[config.mk]
export PLATFORM = sky130hd
export DESIGN_NAME = ccr_readout
export DESIGN_NICKNAME = d
export VERILOG_FILES = /design/src/common/ccr_pkg.sv /design/src/hdl/ccr_readout.sv /design/src/hdl/ccr_counter.sv
export SDC_FILE = /design/constraint.sdc
export NUM_CORES = 1
export LEC_CHECK = 0
export ABC_AREA = 1
export BUFFER_PORTS_ARGS = -buffer_cell sky130_fd_sc_hd__buf_2
export CAP_MARGIN = 5
export CELL_PAD_IN_SITES_DETAIL_PLACEMENT = 0
export CELL_PAD_IN_SITES_GLOBAL_PLACEMENT = 1
export CORE_MARGIN = 3
export CORE_UTILIZATION = 39
export DETAILED_ROUTE_END_ITERATION = 10
export PLACE_DENSITY = 0.8
export SETUP_SLACK_MARGIN = 0.15
export SLEW_MARGIN = 5
export SYNTH_ARGS = -nofsm -noshare
export SYNTH_HDL_FRONTEND = slang
export SYNTH_HIERARCHICAL = 1
export SYNTH_SLANG_ARGS = --single-unit
[constraint.sdc]
create_clock -name aclk -period 2.4 [get_ports aclk]
set_input_delay 0.24 -clock aclk [delete_from_list [all_inputs] [get_ports aclk]]
set_output_delay 0.24 -clock aclk [all_outputs]
set_load 0.02 [all_outputs]
[src/common/ccr_pkg.sv]
// Package with register map, field layout and reset values of the charge counter read-out
package ccr_pkg;

	localparam int unsigned ADDR_W          = 8;
	localparam int unsigned DATA_W          = 32;
	localparam int unsigned COUNT_W         = 16;
	localparam int unsigned BYTE_W          = 8;
	localparam int unsigned PRESCALE_SEL_W  = 2;
	localparam int unsigned PRESCALE_W      = 6;

	// Register indices; byte address is four times the index
	localparam logic [7:0] IDX_A_HIGH       = 8'h13;
	localparam logic [7:0] IDX_A_LOW        = 8'h14;
	localparam logic [7:0] IDX_B_HIGH       = 8'h15;
	localparam logic [7:0] IDX_B_LOW        = 8'h16;
	localparam logic [7:0] IDX_CTRL         = 8'h20;
	localparam logic [7:0] IDX_STATUS       = 8'h21;

	// Reset values
	localparam logic [7:0]  RST_CHARGE      = 8'h00;
	localparam logic [15:0] RST_COUNT       = 16'h0000;
	localparam logic [1:0]  RST_PRESCALE    = 2'h0;

	// Control register fields
	localparam int unsigned CTRL_PRESCALE_LSB = 0;

	// Status register fields, sticky, write one to clear
	localparam int unsigned STAT_A_MISSED   = 0;
	localparam int unsigned STAT_B_MISSED   = 1;

	// Prescaler terminal counts: 1, 4, 16 or 64 pulses per count
	localparam logic [5:0] PRESCALE_TC [4]  = '{6'h00, 6'h03, 6'h0F, 6'h3F};

	// Bus responses
	localparam logic [1:0] RESP_OKAY        = 2'h0;
	localparam logic [1:0] RESP_SLVERR      = 2'h2;

endpackage : ccr_pkg

[src/hdl/ccr_readout.sv]
// Charge counter read-out register bank with AXI4-Lite slave
// Operation
// - The low eight bits of the output_a counter read back through a read-only byte register.
// - The high eight bits of the output_b active-mode counter read back through a read-only register reset to zero.
// - Each counter step stands for a number of converter pulses chosen by prescale_select.
// - Each counter is split over a high and a low byte register and keeps counting when not read.
// - While a counter's registers are addressed its updates are suspended and such counts are lost.
// - Reading a high byte copies that counter's current low byte into its shadow at the same moment.
// - Reading a low byte returns the shadow from the last high-byte read, so high is read before low.
// - The high eight bits of the output_a counter read back through a separate read-only register.
// - The low eight bits of the output_b active-mode counter read back through a read-only register reset to zero.
`timescale 1ns/1ps
`default_nettype none

module ccr_readout #(
	parameter int unsigned COUNT_W = ccr_pkg::COUNT_W
) (
	input  wire logic                       aclk,
	input  wire logic                       aresetn,
	input  wire logic [ccr_pkg::ADDR_W-1:0] s_axi_awaddr,
	input  wire logic [2:0]                 s_axi_awprot,
	input  wire logic                       s_axi_awvalid,
	output logic                            s_axi_awready,
	input  wire logic [ccr_pkg::DATA_W-1:0] s_axi_wdata,
	input  wire logic [3:0]                 s_axi_wstrb,
	input  wire logic                       s_axi_wvalid,
	output logic                            s_axi_wready,
	output logic      [1:0]                 s_axi_bresp,
	output logic                            s_axi_bvalid,
	input  wire logic                       s_axi_bready,
	input  wire logic [ccr_pkg::ADDR_W-1:0] s_axi_araddr,
	input  wire logic [2:0]                 s_axi_arprot,
	input  wire logic                       s_axi_arvalid,
	output logic                            s_axi_arready,
	output logic      [ccr_pkg::DATA_W-1:0] s_axi_rdata,
	output logic      [1:0]                 s_axi_rresp,
	output logic                            s_axi_rvalid,
	input  wire logic                       s_axi_rready,
	input  wire logic                       output_a_pfm_pulse,
	input  wire logic                       output_b_pfm_pulse,
	input  wire logic                       active_energy_mode
);

	logic                               mode_meta;
	logic                               mode_sync;
	logic                               aw_got;
	logic                               w_got;
	logic [ccr_pkg::ADDR_W-1:0]         aw_addr;
	logic [ccr_pkg::DATA_W-1:0]         w_data;
	logic [3:0]                         w_strb;
	logic [ccr_pkg::PRESCALE_SEL_W-1:0] prescale_select;
	logic [1:0]                         missed_status;
	logic [7:0]                         rd_idx;
	logic                               rd_a_sel;
	logic                               rd_b_sel;
	logic [7:0]                         ar_idx;
	logic [7:0]                         aw_idx;
	logic                               ar_fire;
	logic                               w_commit;
	logic                               ar_is_a;
	logic                               ar_is_b;
	logic [1:0]                         hold;
	logic [1:0]                         snap;
	logic [1:0]                         missed;
	logic [1:0]                         pfm_pulse;
	logic [1:0]                         count_en;
	logic [COUNT_W-1:0]                 count [2];
	logic [ccr_pkg::BYTE_W-1:0]         shadow [2];
	logic [ccr_pkg::DATA_W-1:0]         next_rdata;
	logic [1:0]                         next_rresp;
	logic [1:0]                         next_bresp;

	// Synchroniser for the energy mode pin
	always_ff @(posedge aclk) begin
		if (!aresetn) begin
			mode_meta <= 1'b0;
			mode_sync <= 1'b0;
		end else begin
			mode_meta <= active_energy_mode;
			mode_sync <= mode_meta;
		end
	end

	assign ar_idx  = {2'b00, s_axi_araddr[ccr_pkg::ADDR_W-1:2]};
	assign aw_idx  = {2'b00, aw_addr[ccr_pkg::ADDR_W-1:2]};
	assign ar_fire = s_axi_arvalid && s_axi_arready;
	assign ar_is_a = (ar_idx == ccr_pkg::IDX_A_HIGH) || (ar_idx == ccr_pkg::IDX_A_LOW);
	assign ar_is_b = (ar_idx == ccr_pkg::IDX_B_HIGH) || (ar_idx == ccr_pkg::IDX_B_LOW);

	// Hold from the moment a read addresses a counter until its data is taken
	assign hold[0] = (s_axi_arvalid && ar_is_a) || (s_axi_rvalid && rd_a_sel);
	assign hold[1] = (s_axi_arvalid && ar_is_b) || (s_axi_rvalid && rd_b_sel);
	assign snap[0] = ar_fire && (ar_idx == ccr_pkg::IDX_A_HIGH);
	assign snap[1] = ar_fire && (ar_idx == ccr_pkg::IDX_B_HIGH);

	assign pfm_pulse[0] = output_a_pfm_pulse;
	assign pfm_pulse[1] = output_b_pfm_pulse;
	assign count_en[0]  = 1'b1;
	assign count_en[1]  = mode_sync;

	generate
		for (genvar i = 0; i < 2; i++) begin : g_counter
			ccr_counter #(
				.COUNT_W (COUNT_W)
			) u_counter (
				.aclk            (aclk),
				.aresetn         (aresetn),
				.pfm_pulse       (pfm_pulse[i]),
				.count_en        (count_en[i]),
				.prescale_select (prescale_select),
				.hold            (hold[i]),
				.snap            (snap[i]),
				.count           (count[i]),
				.shadow          (shadow[i]),
				.missed          (missed[i])
			);
		end
	endgenerate

	// Read data mux
	always_comb begin
		next_rdata = '0;
		next_rresp = ccr_pkg::RESP_OKAY;
		unique case (ar_idx)
			ccr_pkg::IDX_A_HIGH: begin
				next_rdata[7:0] = count[0][COUNT_W-1 -: 8];
			end
			ccr_pkg::IDX_A_LOW: begin
				next_rdata[7:0] = shadow[0];
			end
			ccr_pkg::IDX_B_HIGH: begin
				next_rdata[7:0] = count[1][COUNT_W-1 -: 8];
			end
			ccr_pkg::IDX_B_LOW: begin
				next_rdata[7:0] = shadow[1];
			end
			ccr_pkg::IDX_CTRL: begin
				next_rdata[ccr_pkg::CTRL_PRESCALE_LSB +: ccr_pkg::PRESCALE_SEL_W] = prescale_select;
			end
			ccr_pkg::IDX_STATUS: begin
				next_rdata[1:0] = missed_status;
			end
			default: begin
				next_rresp = ccr_pkg::RESP_SLVERR;
			end
		endcase
	end

	// Read channel
	always_ff @(posedge aclk) begin
		if (!aresetn) begin
			s_axi_arready <= 1'b0;
			s_axi_rvalid  <= 1'b0;
			s_axi_rdata   <= '0;
			s_axi_rresp   <= ccr_pkg::RESP_OKAY;
			rd_idx        <= '0;
		end else if (ar_fire) begin
			s_axi_arready <= 1'b0;
			s_axi_rvalid  <= 1'b1;
			s_axi_rdata   <= next_rdata;
			s_axi_rresp   <= next_rresp;
			rd_idx        <= ar_idx;
		end else if (s_axi_rvalid && s_axi_rready) begin
			s_axi_rvalid  <= 1'b0;
			s_axi_arready <= 1'b1;
		end else if (!s_axi_rvalid) begin
			s_axi_arready <= 1'b1;
		end
	end

	assign rd_a_sel = (rd_idx == ccr_pkg::IDX_A_HIGH) || (rd_idx == ccr_pkg::IDX_A_LOW);
	assign rd_b_sel = (rd_idx == ccr_pkg::IDX_B_HIGH) || (rd_idx == ccr_pkg::IDX_B_LOW);

	// Write address channel
	always_ff @(posedge aclk) begin
		if (!aresetn) begin
			s_axi_awready <= 1'b0;
			aw_got        <= 1'b0;
			aw_addr       <= '0;
		end else if (s_axi_awvalid && s_axi_awready) begin
			s_axi_awready <= 1'b0;
			aw_got        <= 1'b1;
			aw_addr       <= s_axi_awaddr;
		end else if (s_axi_bvalid && s_axi_bready) begin
			s_axi_awready <= 1'b1;
			aw_got        <= 1'b0;
		end else if (!aw_got) begin
			s_axi_awready <= 1'b1;
		end
	end

	// Write data channel
	always_ff @(posedge aclk) begin
		if (!aresetn) begin
			s_axi_wready <= 1'b0;
			w_got        <= 1'b0;
			w_data       <= '0;
			w_strb       <= '0;
		end else if (s_axi_wvalid && s_axi_wready) begin
			s_axi_wready <= 1'b0;
			w_got        <= 1'b1;
			w_data       <= s_axi_wdata;
			w_strb       <= s_axi_wstrb;
		end else if (s_axi_bvalid && s_axi_bready) begin
			s_axi_wready <= 1'b1;
			w_got        <= 1'b0;
		end else if (!w_got) begin
			s_axi_wready <= 1'b1;
		end
	end

	assign w_commit = aw_got && w_got && !s_axi_bvalid;

	// Write response; counter registers accept and discard
	always_comb begin
		unique case (aw_idx)
			ccr_pkg::IDX_A_HIGH,
			ccr_pkg::IDX_A_LOW,
			ccr_pkg::IDX_B_HIGH,
			ccr_pkg::IDX_B_LOW,
			ccr_pkg::IDX_CTRL,
			ccr_pkg::IDX_STATUS: begin
				next_bresp = ccr_pkg::RESP_OKAY;
			end
			default: begin
				next_bresp = ccr_pkg::RESP_SLVERR;
			end
		endcase
	end

	always_ff @(posedge aclk) begin
		if (!aresetn) begin
			s_axi_bvalid <= 1'b0;
			s_axi_bresp  <= ccr_pkg::RESP_OKAY;
		end else if (w_commit) begin
			s_axi_bvalid <= 1'b1;
			s_axi_bresp  <= next_bresp;
		end else if (s_axi_bready) begin
			s_axi_bvalid <= 1'b0;
		end
	end

	// Prescale select
	always_ff @(posedge aclk) begin
		if (!aresetn) begin
			prescale_select <= ccr_pkg::RST_PRESCALE;
		end else if (w_commit && aw_idx == ccr_pkg::IDX_CTRL && w_strb[0]) begin
			prescale_select <= w_data[ccr_pkg::CTRL_PRESCALE_LSB +: ccr_pkg::PRESCALE_SEL_W];
		end
	end

	// Missed-count flags, set wins over clear
	always_ff @(posedge aclk) begin
		if (!aresetn) begin
			missed_status <= 2'h0;
		end else if (w_commit && aw_idx == ccr_pkg::IDX_STATUS && w_strb[0]) begin
			missed_status <= (missed_status & ~w_data[1:0]) | missed;
		end else begin
			missed_status <= missed_status | missed;
		end
	end

	logic unused_ok;
	assign unused_ok = ^{s_axi_awprot, s_axi_arprot, aw_addr[1:0], w_data[31:8], w_strb[3:1]};

endmodule : ccr_readout

`default_nettype wire

[src/hdl/ccr_counter.sv]
// One charge counter with pulse synchroniser, prescaler, update hold and low-byte shadow
`timescale 1ns/1ps
`default_nettype none

module ccr_counter #(
	parameter int unsigned COUNT_W = ccr_pkg::COUNT_W
) (
	input  wire logic                               aclk,
	input  wire logic                               aresetn,
	input  wire logic                               pfm_pulse,
	input  wire logic                               count_en,
	input  wire logic [ccr_pkg::PRESCALE_SEL_W-1:0] prescale_select,
	input  wire logic                               hold,
	input  wire logic                               snap,
	output logic      [COUNT_W-1:0]                 count,
	output logic      [ccr_pkg::BYTE_W-1:0]         shadow,
	output logic                                    missed
);

	logic                               pulse_meta;
	logic                               pulse_sync;
	logic                               pulse_prev;
	logic [ccr_pkg::PRESCALE_W-1:0]     prescale_cnt;
	logic                               pulse_edge;
	logic                               tick;

	// Two-stage synchroniser for the converter pulse pin
	always_ff @(posedge aclk) begin
		if (!aresetn) begin
			pulse_meta <= 1'b0;
			pulse_sync <= 1'b0;
			pulse_prev <= 1'b0;
		end else begin
			pulse_meta <= pfm_pulse;
			pulse_sync <= pulse_meta;
			pulse_prev <= pulse_sync;
		end
	end

	assign pulse_edge = pulse_sync && !pulse_prev && count_en;
	assign tick       = pulse_edge && (prescale_cnt == ccr_pkg::PRESCALE_TC[prescale_select]);

	// Prescaler: one count per selected number of pulses
	always_ff @(posedge aclk) begin
		if (!aresetn) begin
			prescale_cnt <= '0;
		end else if (tick) begin
			prescale_cnt <= '0;
		end else if (pulse_edge) begin
			prescale_cnt <= prescale_cnt + 1'b1;
		end
	end

	// Counter, frozen while its registers are addressed; resumes from held value
	always_ff @(posedge aclk) begin
		if (!aresetn) begin
			count <= ccr_pkg::RST_COUNT;
		end else if (tick && !hold) begin
			count <= count + 1'b1;
		end
	end

	// A count that falls in a hold is dropped and reported
	always_ff @(posedge aclk) begin
		if (!aresetn) begin
			missed <= 1'b0;
		end else begin
			missed <= tick && hold;
		end
	end

	// Low byte copied at the moment the high byte is read
	always_ff @(posedge aclk) begin
		if (!aresetn) begin
			shadow <= ccr_pkg::RST_CHARGE;
		end else if (snap) begin
			shadow <= count[ccr_pkg::BYTE_W-1:0];
		end
	end

endmodule : ccr_counter

`default_nettype wire

==> results.sh <==
export IMPL_maxSlewHeadroom_pct=53.0
export IMPL_ios=109
export IMPL_cts_buffers=9
export IMPL_vias=4971
export IMPL_design_area_um2=6050
export IMPL_hold_depth=3
export IMPL_ant_nets=0
export IMPL_cp_slowest_cell="dfxtp_1"
export IMPL_num_nets_final=906
export IMPL_syn_area_per_cell_um2=6.94
export IMPL_fmax_mhz=536
export IMPL_final_hold_viol_count=0
export IMPL_synth_edf_count=0
export IMPL_io_buffers=39
export IMPL_gp_congestion=0.861
export IMPL_layout_min_cycle_time_ns=1.86
export IMPL_drtIter0Drc=344
export IMPL_antenna_found_initial=0
export IMPL_syn_area_um2=5520
export IMPL_critPathRequiredTime_ns=2.61
export IMPL_via_per_inst=4.90
export IMPL_slew_violations=0
export IMPL_layout_drive_gt1_share_pct=12.8
export IMPL_status="finished clean"
export IMPL_reg2reg_depth=7
export IMPL_die_height_um=125
export IMPL_synth_seq_area_share_pct=38.5
export IMPL_route_final_wire_length_um=13000
export IMPL_rows=42
export IMPL_wl_per_cell_um=12.8
export IMPL_drt_first_pass_iters=5
export IMPL_grtUsageTotal_pct=16.5
export IMPL_async_reset_ff_share_pct=0
export IMPL_area_delta_synth_final_pct=9.73
export IMPL_initial_core_util_pct=40.7
export IMPL_grt_pass1_wl_um=21700
export IMPL_syn_inst=795
export IMPL_slowest_delay_ns=0.59
export IMPL_antennaDiodeCount=0
export IMPL_clock_path_buffers=2
export IMPL_crit_chain="nand2_1 > o21ai_2 > nand2_1 > nor2_2 > nand3_2 > nand2_1 > a21oi_2"
export IMPL_startpoint_type="flip-flop"
export IMPL_drv_cap=0
export IMPL_crit_top_cell="nand2_1"
export IMPL_ctsHoldBuffers=0
export IMPL_yosys_warnings=6
export IMPL_utilization_pct=44.7
export IMPL_post_cts_buffers=0
export IMPL_max_slew_worst_pin_slew_ns=0.703
export IMPL_setup_violations=0
export IMPL_dpl_cell_area_um2=5780
export IMPL_setup_tns_ns=0
export IMPL_worst_setup_path_end_kind="flip-flop"
export IMPL_cts_resized_gates=0
export IMPL_ys_types=35
export IMPL_finClkSkew_ns=0.00666
export IMPL_core_um2=13600
export IMPL_grt_max_degree=35
export IMPL_die_area_um2=15600
export IMPL_clock_latency_ns=0.35
export IMPL_tritoncts="built"
export IMPL_cts_sinks=106
export IMPL_htree_levels=3
export IMPL_vdd_ir_drop_worst_mv=0.344
export IMPL_p_per_area_nw_per_um2=574
export IMPL_leakage_nw=2.50
export IMPL_finalCritPeriodShare_pct=77.7
export IMPL_worst_setup_path_type="flip-flop to flip-flop"
export IMPL_dp_hpwl_um=9500
export IMPL_clk_pin_slew_ns=0.07
export IMPL_drc=0
export IMPL_grt_pass1_vias=4548
export IMPL_grt_ovfl_total=0
export IMPL_ys_ff_latch=106
export IMPL_hold_class="primary input to flip-flop"
export IMPL_cts_root_buf="clkbuf_16"
export IMPL_synth_flop_cell="dfxtp_1"
export IMPL_rsz0062_at_grt="false"
export IMPL_die_width_um=125
export IMPL_fin_total_pwr_w=0.00348
export IMPL_crit_arrival_ns=2.08
export IMPL_worstPathMaxFanout=16
## Yosys cell counts, types with 3 or more instances
cell type,instances,area (um2)
nor3_1,5,25.0
ha_1,4,50.1
nor2_4,7,78.8
a21oi_2,18,158
clkbuf_1,10,37.5
nand4_1,16,100
inv_1,71,267
nor2_1,98,368
nor2_2,4,25.0
buf_4,27,203
buf_2,4,20.0
a21oi_1,44,220
xnor2_1,10,87.6
xor2_1,13,114
dfxtp_1,106,2120
nand2_1,213,800
nand2_2,8,50.1
clkinv_1,3,11.3
o21ai_0,41,205
o21a_1,3,22.5
nand3_1,66,330
## report_power, final
part           total, W  internal (W)  switching, W  leakage (nW)
logic          0.000256     0.0000684      0.000187          1.51
registers       0.00182       0.00180     0.0000240         0.860
clock network   0.00140      0.000755      0.000646         0.132
total           0.00348       0.00262      0.000858          2.50
## placed cells by master (no fill, tap or decap), types with 3 or more instances in the layout
cell type,netlist,routed
nor2_2,4,4
inv_1,71,71
xnor2_1,10,10
o21a_1,3,3
a21oi_2,18,18
xor2_1,13,13
a21oi_1,44,44
nor2_4,7,7
nand4_1,16,16
nor2_1,98,98
ha_1,4,4
buf_4,27,9
clkinv_1,3,3
dfxtp_1,106,106
nand3_1,66,66
nand2_1,213,213
conb_1,2,27
o21ai_0,41,41
clkbuf_16,0,9
nand2_2,8,8
buf_2,4,39
nor3_1,5,5
## area by class of cell
type                    instances  area, um2
clock buffers                  13        260
well taps                     176        220
repair buffers                 48        263
fillers                      1384       7500
multi-input cells             595       2900
flip-flops and latches        106       2120
clock inverters                 2       12.5
inverters                      74        278
## sequential cells by signal, indices dropped and copies added, names as in the netlist, 2 cells and up
register                          flops
g_counter.u_counter/count            32
g_counter.u_counter/shadow           16
g_counter.u_counter/prescale_cnt     12
s_axi_rdata                           8
aw_addr                               6
rd_idx                                6
g_counter.u_counter/missed            2
g_counter.u_counter/pulse_meta        2
g_counter.u_counter/pulse_prev        2
g_counter.u_counter/pulse_sync        2
missed_status                         2
prescale_select                       2
w_data                                2
## per-stage QoR
stage          worst slack [ns]  cells  hold WS, ns
6_report                  0.536   1014       0.0792
5_1_grt                   0.398   1014       0.0861
4_1_cts                   0.536   1014       0.0689
3_5_place_dp              0.352    999        0.395
3_3_place_gp              0.426    999        0.395
2_1_floorplan             0.527    820        0.338
## path summary, 6_finish.rpt
| kind | startpoint | end | slack, ns |
|---|---|---|---|
| min reg2reg | mode_meta | mode_sync | 0.41 |
| max | prescale_select[1] | g_counter[0].u_counter/count[5] | 0.54 |
| min | output_b_pfm_pulse | g_counter[1].u_counter/pulse_meta | 0.08 |
| max reg2reg | prescale_select[1] | g_counter[0].u_counter/count[5] | 0.54 |
## kinds of logic (layout without fill, tap and decap cells)
logic type	after synthesis	in the layout	synth area share, %
and+or+nand+nor	428	428	34.3
DFF	106	106	38.5
adders and majority gates	4	4	0.907
AOI/OAI and AO/OA	113	113	11.9
other	2	27	0.136
buffers and inverters	119	137	10.7
xor gates and xnor gates	23	23	3.65
## per-layer routing
metal  vias to the layer above  global-route usage (%)  wire (um)
met2                       105                    27.1       5960
li1                       2568                       -          -
met3                        17                    2.52        504
met4                         0                    5.23        214
met5                         -                       0          0
met1                      2281                    22.5       6290
## worst max-delay path, delay by kind of cell (launching register included)
kind / cells / cell delay [ns]
AND/OR/NAND/NOR: 5 / 1.00
flip-flops: 1 / 0.59
AO/OA/AOI/OAI: 2 / 0.14
Note: power is estimated with default switching activity, not from simulation.
